==> src/rtl/lsc_map.svh <==
// offsets, field positions and reset values for the lag init and symbol loop config block
`ifndef LSC_MAP_SVH
`define LSC_MAP_SVH
// processor port byte addresses
`define LSC_ADDR_HOLD0 3'h0
`define LSC_ADDR_HOLD1 3'h1
`define LSC_ADDR_HOLD2 3'h2
`define LSC_ADDR_HOLD3 3'h3
`define LSC_ADDR_DEST 3'h4
`define LSC_ADDR_STATUS 3'h5
// destination codes
`define LSC_DEST_LAG_INIT 8'h0d
`define LSC_DEST_SYM_CFG 8'h0e
// symbol config fields
`define LSC_SHIFT_MSB 12
`define LSC_SHIFT_LSB 11
`define LSC_ORDER_MSB 10
`define LSC_ORDER_LSB 9
// status bits
`define LSC_STAT_DONE 0
`define LSC_STAT_PEND 1
// lag accumulator layout
`define LSC_LAG_LOW_W 8
// reset values
`define LSC_HOLD_RST 32'h0000_0000
`define LSC_CFG_RST 4'h0
`endif

==> src/rtl/lsc_pkg.sv <==
// types for the lag init and symbol loop config block
package lsc_pkg;
  typedef struct packed {
    logic wr;
    logic rd;
    logic [2:0] addr;
    logic [7:0] wdata;
  } lsc_bus_t;

  typedef struct packed {
    logic [1:0] shift;
    logic [1:0] order;
  } lsc_sym_cfg_t;

  typedef enum logic [2:0] {
    LD_IDLE = 3'h1,
    LD_PEND = 3'h2,
    LD_DONE = 3'h4
  } lsc_ld_st_t;
endpackage : lsc_pkg

==> src/rtl/lsc_top.sv <==
// lag accumulator init strobe, symbol loop config, error shifter and symbol decisions
`timescale 1ns/1ps
`include "lsc_map.svh"
module lsc_top #(
  parameter int ERR_W = 16,
  parameter int SMP_W = 10
) (
  input wire logic core_clk, // 20 MHz device clock
  input wire logic sys_rst, // async reset, active high
  input wire lsc_pkg::lsc_bus_t bus, // processor byte port request
  output logic [7:0] rdata, // read data, one cycle after rd
  input wire logic cycle_start, // carrier loop filter compute cycle start
  output logic lag_load, // one-cycle lag accumulator load
  output logic [39:0] lag_val, // value loaded into lag accumulator
  output lsc_pkg::lsc_sym_cfg_t sym_cfg, // stored symbol loop fields
  input wire logic err_vld, // sampling error valid
  input wire logic signed [ERR_W-1:0] err_in, // raw sampling error
  output logic err_out_vld, // shifted error valid
  output logic signed [ERR_W-1:0] err_out, // shifted, saturated error
  input wire logic smp_vld, // end-of-symbol samples valid
  input wire logic signed [SMP_W-1:0] smp_i, // end-of-symbol I sample
  input wire logic signed [SMP_W-1:0] smp_q, // end-of-symbol Q sample
  output logic dec_vld, // decisions valid
  output logic [3:0] dec_idx_i, // I symbol index, 0 = most negative
  output logic [3:0] dec_idx_q, // Q symbol index
  output logic signed [SMP_W-1:0] dec_exp_i, // expected I symbol level
  output logic signed [SMP_W-1:0] dec_exp_q // expected Q symbol level
);
  import lsc_pkg::*;

  // shift by code+1 places; clamp rather than wrap so a large error cannot flip sign
  function automatic logic [ERR_W-1:0] sat_shift(input logic [ERR_W-1:0] e, input logic [1:0] code);
    logic [2*ERR_W-1:0] full;
    logic [ERR_W:0] top;
    full = {{ERR_W{e[ERR_W-1]}}, e} << ({1'b0, code} + 3'h1);
    top = full[2*ERR_W-1:ERR_W-1];
    if (top == '0 || top == '1) begin
      sat_shift = full[ERR_W-1:0];
    end else if (e[ERR_W-1]) begin
      sat_shift = {1'b1, {(ERR_W-1){1'b0}}};
    end else begin
      sat_shift = {1'b0, {(ERR_W-1){1'b1}}};
    end
  endfunction : sat_shift

  // offset-binary top bits give the bin among equal slices of -1..+1
  function automatic logic [3:0] dec_index(input logic [SMP_W-1:0] s, input logic [1:0] order);
    logic [SMP_W-1:0] u;
    u = {~s[SMP_W-1], s[SMP_W-2:0]};
    dec_index = u[SMP_W-1 -: 4] >> (2'h3 - order);
  endfunction : dec_index

  // bin centre: keep bin bits, set the next bit, flip back to two's complement
  function automatic logic [SMP_W-1:0] dec_level(input logic [SMP_W-1:0] s, input logic [1:0] order);
    logic [SMP_W-1:0] u;
    logic [SMP_W-1:0] mask;
    logic [SMP_W-1:0] half;
    u = {~s[SMP_W-1], s[SMP_W-2:0]};
    mask = ~({SMP_W{1'b1}} >> ({1'b0, order} + 3'h1));
    half = {SMP_W{1'b1}} >> ({1'b0, order} + 3'h1);
    u = (u & mask) | (half & ~(half >> 1));
    dec_level = {~u[SMP_W-1], u[SMP_W-2:0]};
  endfunction : dec_level

  logic [31:0] hold_r;
  logic [31:0] hold_nxt;
  lsc_ld_st_t ld_st_r;
  lsc_ld_st_t ld_st_nxt;
  logic [7:0] rdata_nxt;
  lsc_sym_cfg_t cfg_nxt;

  wire wr_hold = bus.wr && (bus.addr <= `LSC_ADDR_HOLD3);
  wire wr_dest = bus.wr && (bus.addr == `LSC_ADDR_DEST);
  wire wr_lag = wr_dest && (bus.wdata == `LSC_DEST_LAG_INIT);
  wire wr_cfg = wr_dest && (bus.wdata == `LSC_DEST_SYM_CFG);
  wire ld_pend = (ld_st_r == LD_PEND);
  wire ld_done = (ld_st_r == LD_DONE);
  // a write in the start cycle merges with the load; holding regs are the same either way
  wire load_go = cycle_start && (ld_pend || wr_lag);

  always_comb begin
    hold_nxt = hold_r;
    if (wr_hold) begin
      hold_nxt[bus.addr[1:0]*8 +: 8] = bus.wdata;
    end
  end

  always_comb begin
    case (ld_st_r)
      LD_IDLE, LD_PEND, LD_DONE: begin
        if (load_go) begin
          ld_st_nxt = LD_DONE;
        end else if (wr_lag) begin
          ld_st_nxt = LD_PEND;
        end else begin
          ld_st_nxt = ld_st_r;
        end
      end
      default: ld_st_nxt = LD_IDLE;
    endcase
  end

  // reserved bits 15-13 and unused 31-16 are simply not stored
  assign cfg_nxt = wr_cfg ? lsc_sym_cfg_t'({hold_r[`LSC_SHIFT_MSB:`LSC_SHIFT_LSB],
                                            hold_r[`LSC_ORDER_MSB:`LSC_ORDER_LSB]}) : sym_cfg;

  assign rdata_nxt = (bus.addr == `LSC_ADDR_STATUS) ? {6'h00, ld_pend, ld_done} :
                     (bus.addr <= `LSC_ADDR_HOLD3) ? hold_r[bus.addr[1:0]*8 +: 8] : 8'h00;

  always_ff @(posedge core_clk or posedge sys_rst) begin
    if (sys_rst) begin
      hold_r <= `LSC_HOLD_RST;
      ld_st_r <= LD_IDLE;
      sym_cfg <= `LSC_CFG_RST;
      rdata <= 8'h00;
    end else begin
      hold_r <= hold_nxt;
      ld_st_r <= ld_st_nxt;
      sym_cfg <= cfg_nxt;
      if (bus.rd) begin
        rdata <= rdata_nxt;
      end
    end
  end

  always_ff @(posedge core_clk or posedge sys_rst) begin
    if (sys_rst) begin
      lag_load <= 1'b0;
      lag_val <= 40'h00_0000_0000;
    end else begin
      lag_load <= load_go;
      if (load_go) begin
        lag_val <= {hold_r, {`LSC_LAG_LOW_W{1'b0}}};
      end
    end
  end

  always_ff @(posedge core_clk or posedge sys_rst) begin
    if (sys_rst) begin
      err_out_vld <= 1'b0;
      err_out <= '0;
      dec_vld <= 1'b0;
      dec_idx_i <= 4'h0;
      dec_idx_q <= 4'h0;
      dec_exp_i <= '0;
      dec_exp_q <= '0;
    end else begin
      err_out_vld <= err_vld;
      if (err_vld) begin
        err_out <= sat_shift(err_in, sym_cfg.shift);
      end
      dec_vld <= smp_vld;
      if (smp_vld) begin
        dec_idx_i <= dec_index(smp_i, sym_cfg.order);
        dec_idx_q <= dec_index(smp_q, sym_cfg.order);
        dec_exp_i <= dec_level(smp_i, sym_cfg.order);
        dec_exp_q <= dec_level(smp_q, sym_cfg.order);
      end
    end
  end

  // checks
  load_on_start_a: assert property (@(posedge core_clk) disable iff (sys_rst)
    (ld_pend && cycle_start) |=> (lag_load && lag_val[39:8] == $past(hold_r)))
    else $error("pending lag load not done at compute start");
  no_load_idle_a: assert property (@(posedge core_clk) disable iff (sys_rst)
    !$past(cycle_start) |-> !lag_load)
    else $error("lag load outside a compute start");
  lag_low_zero_a: assert property (@(posedge core_clk) disable iff (sys_rst)
    lag_load |-> (lag_val[7:0] == 8'h00))
    else $error("lag accumulator low byte not cleared");
  done_after_load_a: assert property (@(posedge core_clk) disable iff (sys_rst)
    lag_load |-> ld_done)
    else $error("done flag missing after lag load");
  done_clear_a: assert property (@(posedge core_clk) disable iff (sys_rst)
    (wr_lag && !cycle_start) |=> (!ld_done && ld_pend) ##1 (ld_pend || ld_done))
    else $error("lag init write did not clear done");
  status_read_a: assert property (@(posedge core_clk) disable iff (sys_rst)
    (bus.rd && bus.addr == `LSC_ADDR_STATUS) |=> (rdata[`LSC_STAT_DONE] == $past(ld_done)))
    else $error("status read does not show done flag");
  sat_sign_a: assert property (@(posedge core_clk) disable iff (sys_rst)
    err_out_vld && $past(err_in) != '0 |-> (err_out[ERR_W-1] == $past(err_in[ERR_W-1])))
    else $error("shifted error wrapped sign");
  shift_x2_a: assert property (@(posedge core_clk) disable iff (sys_rst)
    (err_vld && sym_cfg.shift == 2'h0 && err_in[ERR_W-1] == err_in[ERR_W-2]) |=>
    (err_out == ($past(err_in) <<< 1)))
    else $error("x2 shift wrong");
  order_sel_a: assert property (@(posedge core_clk) disable iff (sys_rst)
    wr_cfg |=> (sym_cfg.order == $past(hold_r[`LSC_ORDER_MSB:`LSC_ORDER_LSB])))
    else $error("modulation order not taken");
  idx_range_a: assert property (@(posedge core_clk) disable iff (sys_rst)
    dec_vld |-> ((dec_idx_i >> ({1'b0, $past(sym_cfg.order)} + 3'h1)) == 4'h0))
    else $error("decision index beyond order");
  zero_thresh_a: assert property (@(posedge core_clk) disable iff (sys_rst)
    dec_vld |-> (dec_exp_q[SMP_W-1] == $past(smp_q[SMP_W-1])))
    else $error("zero threshold not honoured");
  merge_load_a: assert property (@(posedge core_clk) disable iff (sys_rst)
    (wr_lag && cycle_start) |=> (lag_load && ld_done && lag_val[39:8] == $past(hold_r)))
    else $error("lag write at compute start not loaded");

  load_seen_c: cover property (@(posedge core_clk) disable iff (sys_rst) wr_lag ##[1:20] lag_load);
  sat_seen_c: cover property (@(posedge core_clk) disable iff (sys_rst)
    err_out_vld && sym_cfg.shift == 2'h3 && err_out == {1'b0, {(ERR_W-1){1'b1}}});
  order16_c: cover property (@(posedge core_clk) disable iff (sys_rst) dec_vld && dec_idx_i == 4'hf);
  merge_seen_c: cover property (@(posedge core_clk) disable iff (sys_rst) wr_lag && cycle_start);
endmodule : lsc_top

==> config.mk <==
export PLATFORM = sky130hd
export DESIGN_NAME = lsc_top
export DESIGN_NICKNAME = d
export VERILOG_FILES = /design/src/rtl/lsc_pkg.sv /design/src/rtl/lsc_top.sv
export VERILOG_INCLUDE_DIRS = /design/src /design/src/rtl
export SDC_FILE = /design/constraint.sdc
export NUM_CORES = 1
export LEC_CHECK = 0
export BUFFER_PORTS_ARGS = -buffer_cell sky130_fd_sc_hd__clkbuf_2
export CAP_MARGIN = 0
export CORE_MARGIN = 1
export CORE_UTILIZATION = 50
export DETAILED_ROUTE_END_ITERATION = 6
export GPL_TIMING_DRIVEN = 0
export PLACE_DENSITY = 0.81
export RECOVER_POWER = 50
export SLEW_MARGIN = 20
export SYNTH_ARGS = -nofsm -noshare
export SYNTH_HDL_FRONTEND = slang
export SYNTH_SLANG_ARGS = --single-unit
==> constraint.sdc <==
create_clock -name core_clk -period 10.97 [get_ports core_clk]
set_clock_uncertainty 0.1 [all_clocks]
set_input_delay 1.6455 -clock core_clk [delete_from_list [all_inputs] [get_ports core_clk]]
set_output_delay 1.6455 -clock core_clk [all_outputs]
set_load 0.01 [all_outputs]
==> results.yml <==
yosys:
  synth_edf_count: 0
  ys_dominant_reg_cell: "dfrtp_1"
  synthCells: 556
  synth.yosys.seq_area_share: 0.498
  ys_ff_latch: 115
  synth_area_per_cell_um2: 10.4
  synth_largest_area_cell: "dfrtp_1"
  synth.top_cell.area_share: 0.494
  syn-cell-area_mm2: 0.00578
  ys_warn_count: 0
  synth.area.top_cells: "dfrtp_1 49%, mux2_2 7.8%, nand2_1 5.3%"
  netlist-cell-type-count: 52
  synth_async_sr_flop_share: 1.00
floorplanning:
  start_util: 0.524
  die_y_um: 110
  rows: 38
  design.die.area_mm2: 0.0120
  io_pins: 153
  die_w_um: 110
  core_area_mm2: 0.0110
power_and_ir_drop:
  p_leak_uw: 0.00349
  peakVddDrop_mv: 0.162
  power_uw: 1170
  powerDensity_mw_per_mm2: 162
clock_network:
  clk_pin_slew_ns: 0.06
  root_buffer: "clkbuf_16"
  post_cts_buffers: 0
  cts.sinks: 115
  cts_buffers: 17
  clk-insertion-delay-late_ns: 0.42
  post_cts_resized: 0
  cts_hold_buf: 0
  cts_tree: "yes"
  htreeDepth: 4
  cts_buffer_depth: 2
worst_hold_path:
  hp-class: "reg -> reg"
placed_design:
  io_buffers: 122
  hpwl_mm: 10.6
  gp_congestion: 0.950
  dp.cells: 836
  placed_area_mm2: 0.00666
sta:
  whs_ns: 0.377
  slew_viol_final: 85
  period_share: 0.570
  period_minus_slack_ns: 6.25
  max_slew_margin: -1.89
  clock.fmax_ghz: 0.160
  setup_tns_ns: 0
  setup-violations-final: 0
  hold_violations: 0
  rsz0062_at_grt: "false"
  worstMarginPinSlew_ns: 4.33
cells_and_area:
  instances_no_fill: 868
  final_layout_size_suffix_gt1_frac: 0.302
  stdcell_area_mm2: 0.00724
  nFillCells: 896
  num-nets-final: 774
  area_growth_pct: 25.3
  antennaDiodeCount: 0
route:
  via_count: 4741
  drt_drc_violations_left: 0
  dr.pass1.iters: 4
  ant_nets: 0
  wl_per_cell_um: 16.7
  wirelength_mm: 14.5
  drt_iter0_markers: 322
  vias_per_cell: 5.46
status:
  status: "complete, but fails checks"
  failed_checks: "max-capacitance violations, max-slew violations"
critical_path:
  cpMostUsedCell: "clkbuf_1"
  slowest_delay_ns: 3.09
  path_max_fanout: 84
  required_ns: 10.36
  arrival_ns: 5.64
  cp-end-kind: "asynchronous set/reset pin"
  critPathKind: "in -> async"
  critPathSlowestCell: "clkbuf_1"
  cp-start-kind: "input port"
  worstPathCellList: "clkbuf_1 > clkinvlp_2 > clkbuf_1"
global_routing:
  antenna_found_initial: 0
  grt_pass1_vias: 4675
  grt_start_max_net_pins: 85
  grt_usage: 0.258
  grt_pass1_wl_mm: 23.1
  grt_overflow_total: 0
job:
  cap_violations: 1
[per-layer routing]
metal / global-route usage / routed length (um) / vias up / share of wire
li1: - / - / 2232 / -
met1: 0.314 / 6030 / 2279 / 0.42
met2: 0.442 / 7130 / 196 / 0.49
met3: 0.0587 / 934 / 34 / 0.064
met4: 0.104 / 391 / 0 / 0.027
met5: 0 / 0 / - / 0
[worst max-delay path: cells and delay by family]
family / cells / cell delay (ns)
buffers and inverters: 3 / 3.94
[final cells by class]
| type | instances | area (um^2) | share of cell area |
|---|---|---|---|
| inverters | 23 | 87.6 | 0.0121 |
| multi-input cells | 386 | 2590 | 0.358 |
| well taps | 140 | 175 | 0.0242 |
| clock inverters | 12 | 180 | 0.0249 |
| clock buffers | 20 | 457 | 0.0631 |
| repair buffers | 123 | 586 | 0.0809 |
| flip-flops and latches | 115 | 2880 | 0.398 |
| plain buffers | 49 | 285 | 0.0394 |
[cells by family after synthesis]
| family | share of synthesized area |
|---|---|
| other | 0.000649 |
| AOI/OAI and AO/OA | 0.136 |
| buffers and inverters | 0.0643 |
| and+or+nand+nor | 0.125 |
| adders and majority gates | 0.0108 |
| DFF | 0.498 |
| muxes | 0.165 |
[cell usage after synthesis, types with 5 or more instances]
master / count
dfrtp_1: 114
nand2_1: 82
o21ai_0: 61
mux2_2: 40
nor2_1: 34
a21oi_1: 25
inv_1: 23
buf_4: 19
mux2i_1: 17
clkbuf_1: 16
o21a_1: 14
nand3_1: 12
mux4_2: 11
buf_2: 8
nor2b_1: 7
ha_1: 5
nor3_1: 5
nor3b_1: 5
[per-stage QoR]
stage / util / setup slack [ns]
after CTS: 0.662 / 6.57
final: 0.656 / 4.72
after detailed placement: 0.604 / 6.16
after floorplan: - / 6.18
after global routing: 0.656 / 3.55
after global placement: 0.601 / 5.12
[power breakdown]
group / switching (uW) / internal, uW / leakage [uW] / total (uW)
logic: 67.4 / 47.5 / 0.00170 / 115
registers: 20.2 / 448 / 0.00150 / 468
clock network: 195 / 392 / 0.000294 / 587
total: 283 / 887 / 0.00349 / 1170
[final timing paths]
| check | from | endpoint | slack (ns) | depth (start not counted) |
|---|---|---|---|---|
| worst max-delay path | sys_rst | hold_r[8]$_DFFE_PP0P_ | 4.72 | 3 |
| worst min-delay path | err_out[10]$_DFFE_PP0P_ | err_out[10]$_DFFE_PP0P_ | 0.38 | 1 |
| worst max register to register | sym_cfg[3]$_DFFE_PP0P_ | err_out[7]$_DFFE_PP0P_ | 8.10 | 9 |
| worst min register to register | err_out[10]$_DFFE_PP0P_ | err_out[10]$_DFFE_PP0P_ | 0.38 | 1 |
| max in group core_clk | bus[8] | lag_val[33]$_DFFE_PP0P_ | 6.55 | 11 |
| min in group asynchronous | sys_rst | err_out[8]$_DFFE_PP0P_ | 1.39 | 2 |
[state kept, by name, summed over array words and instances (netlist names)]
register     count
dec_idx_i        4
err_out         16
rdata            8
lag_val         32
ld_st_r          3
lag_load         1
dec_vld          1
dec_exp_q        5
dec_exp_i        4
err_out_vld      1
hold_r          32
dec_idx_q        4
sym_cfg          4
[cells in the final DEF (no fill, tap or decap), drive strengths merged, types with 2 or more instances in the layout]
cell      netlist  layout
o22ai           3       3
nand3          12      12
a21oi          25      25
inv            23      22
mux2           42      42
mux2i          17      17
nand2          82      82
mux4           13      13
dfrtp         114     114
nor3            5       5
clkinvlp        0       6
nor3b           5       5
o21ai          64      64
clkinv          0       3
nand4b          2       2
nand2b          3       3
bufinv          0       4
a22oi           3       3
nor2           34      34
nor2b           7       7
ha              5       5
conb            1      18
a211oi          3       3
buf            31      31
o21a           14      14
or3             2       2
nand3b          2       2
a31oi           4       4
clkbuf         18     161
a211o           2       2
o211ai          4       4
Note: power is estimated with default switching activity, not from simulation.
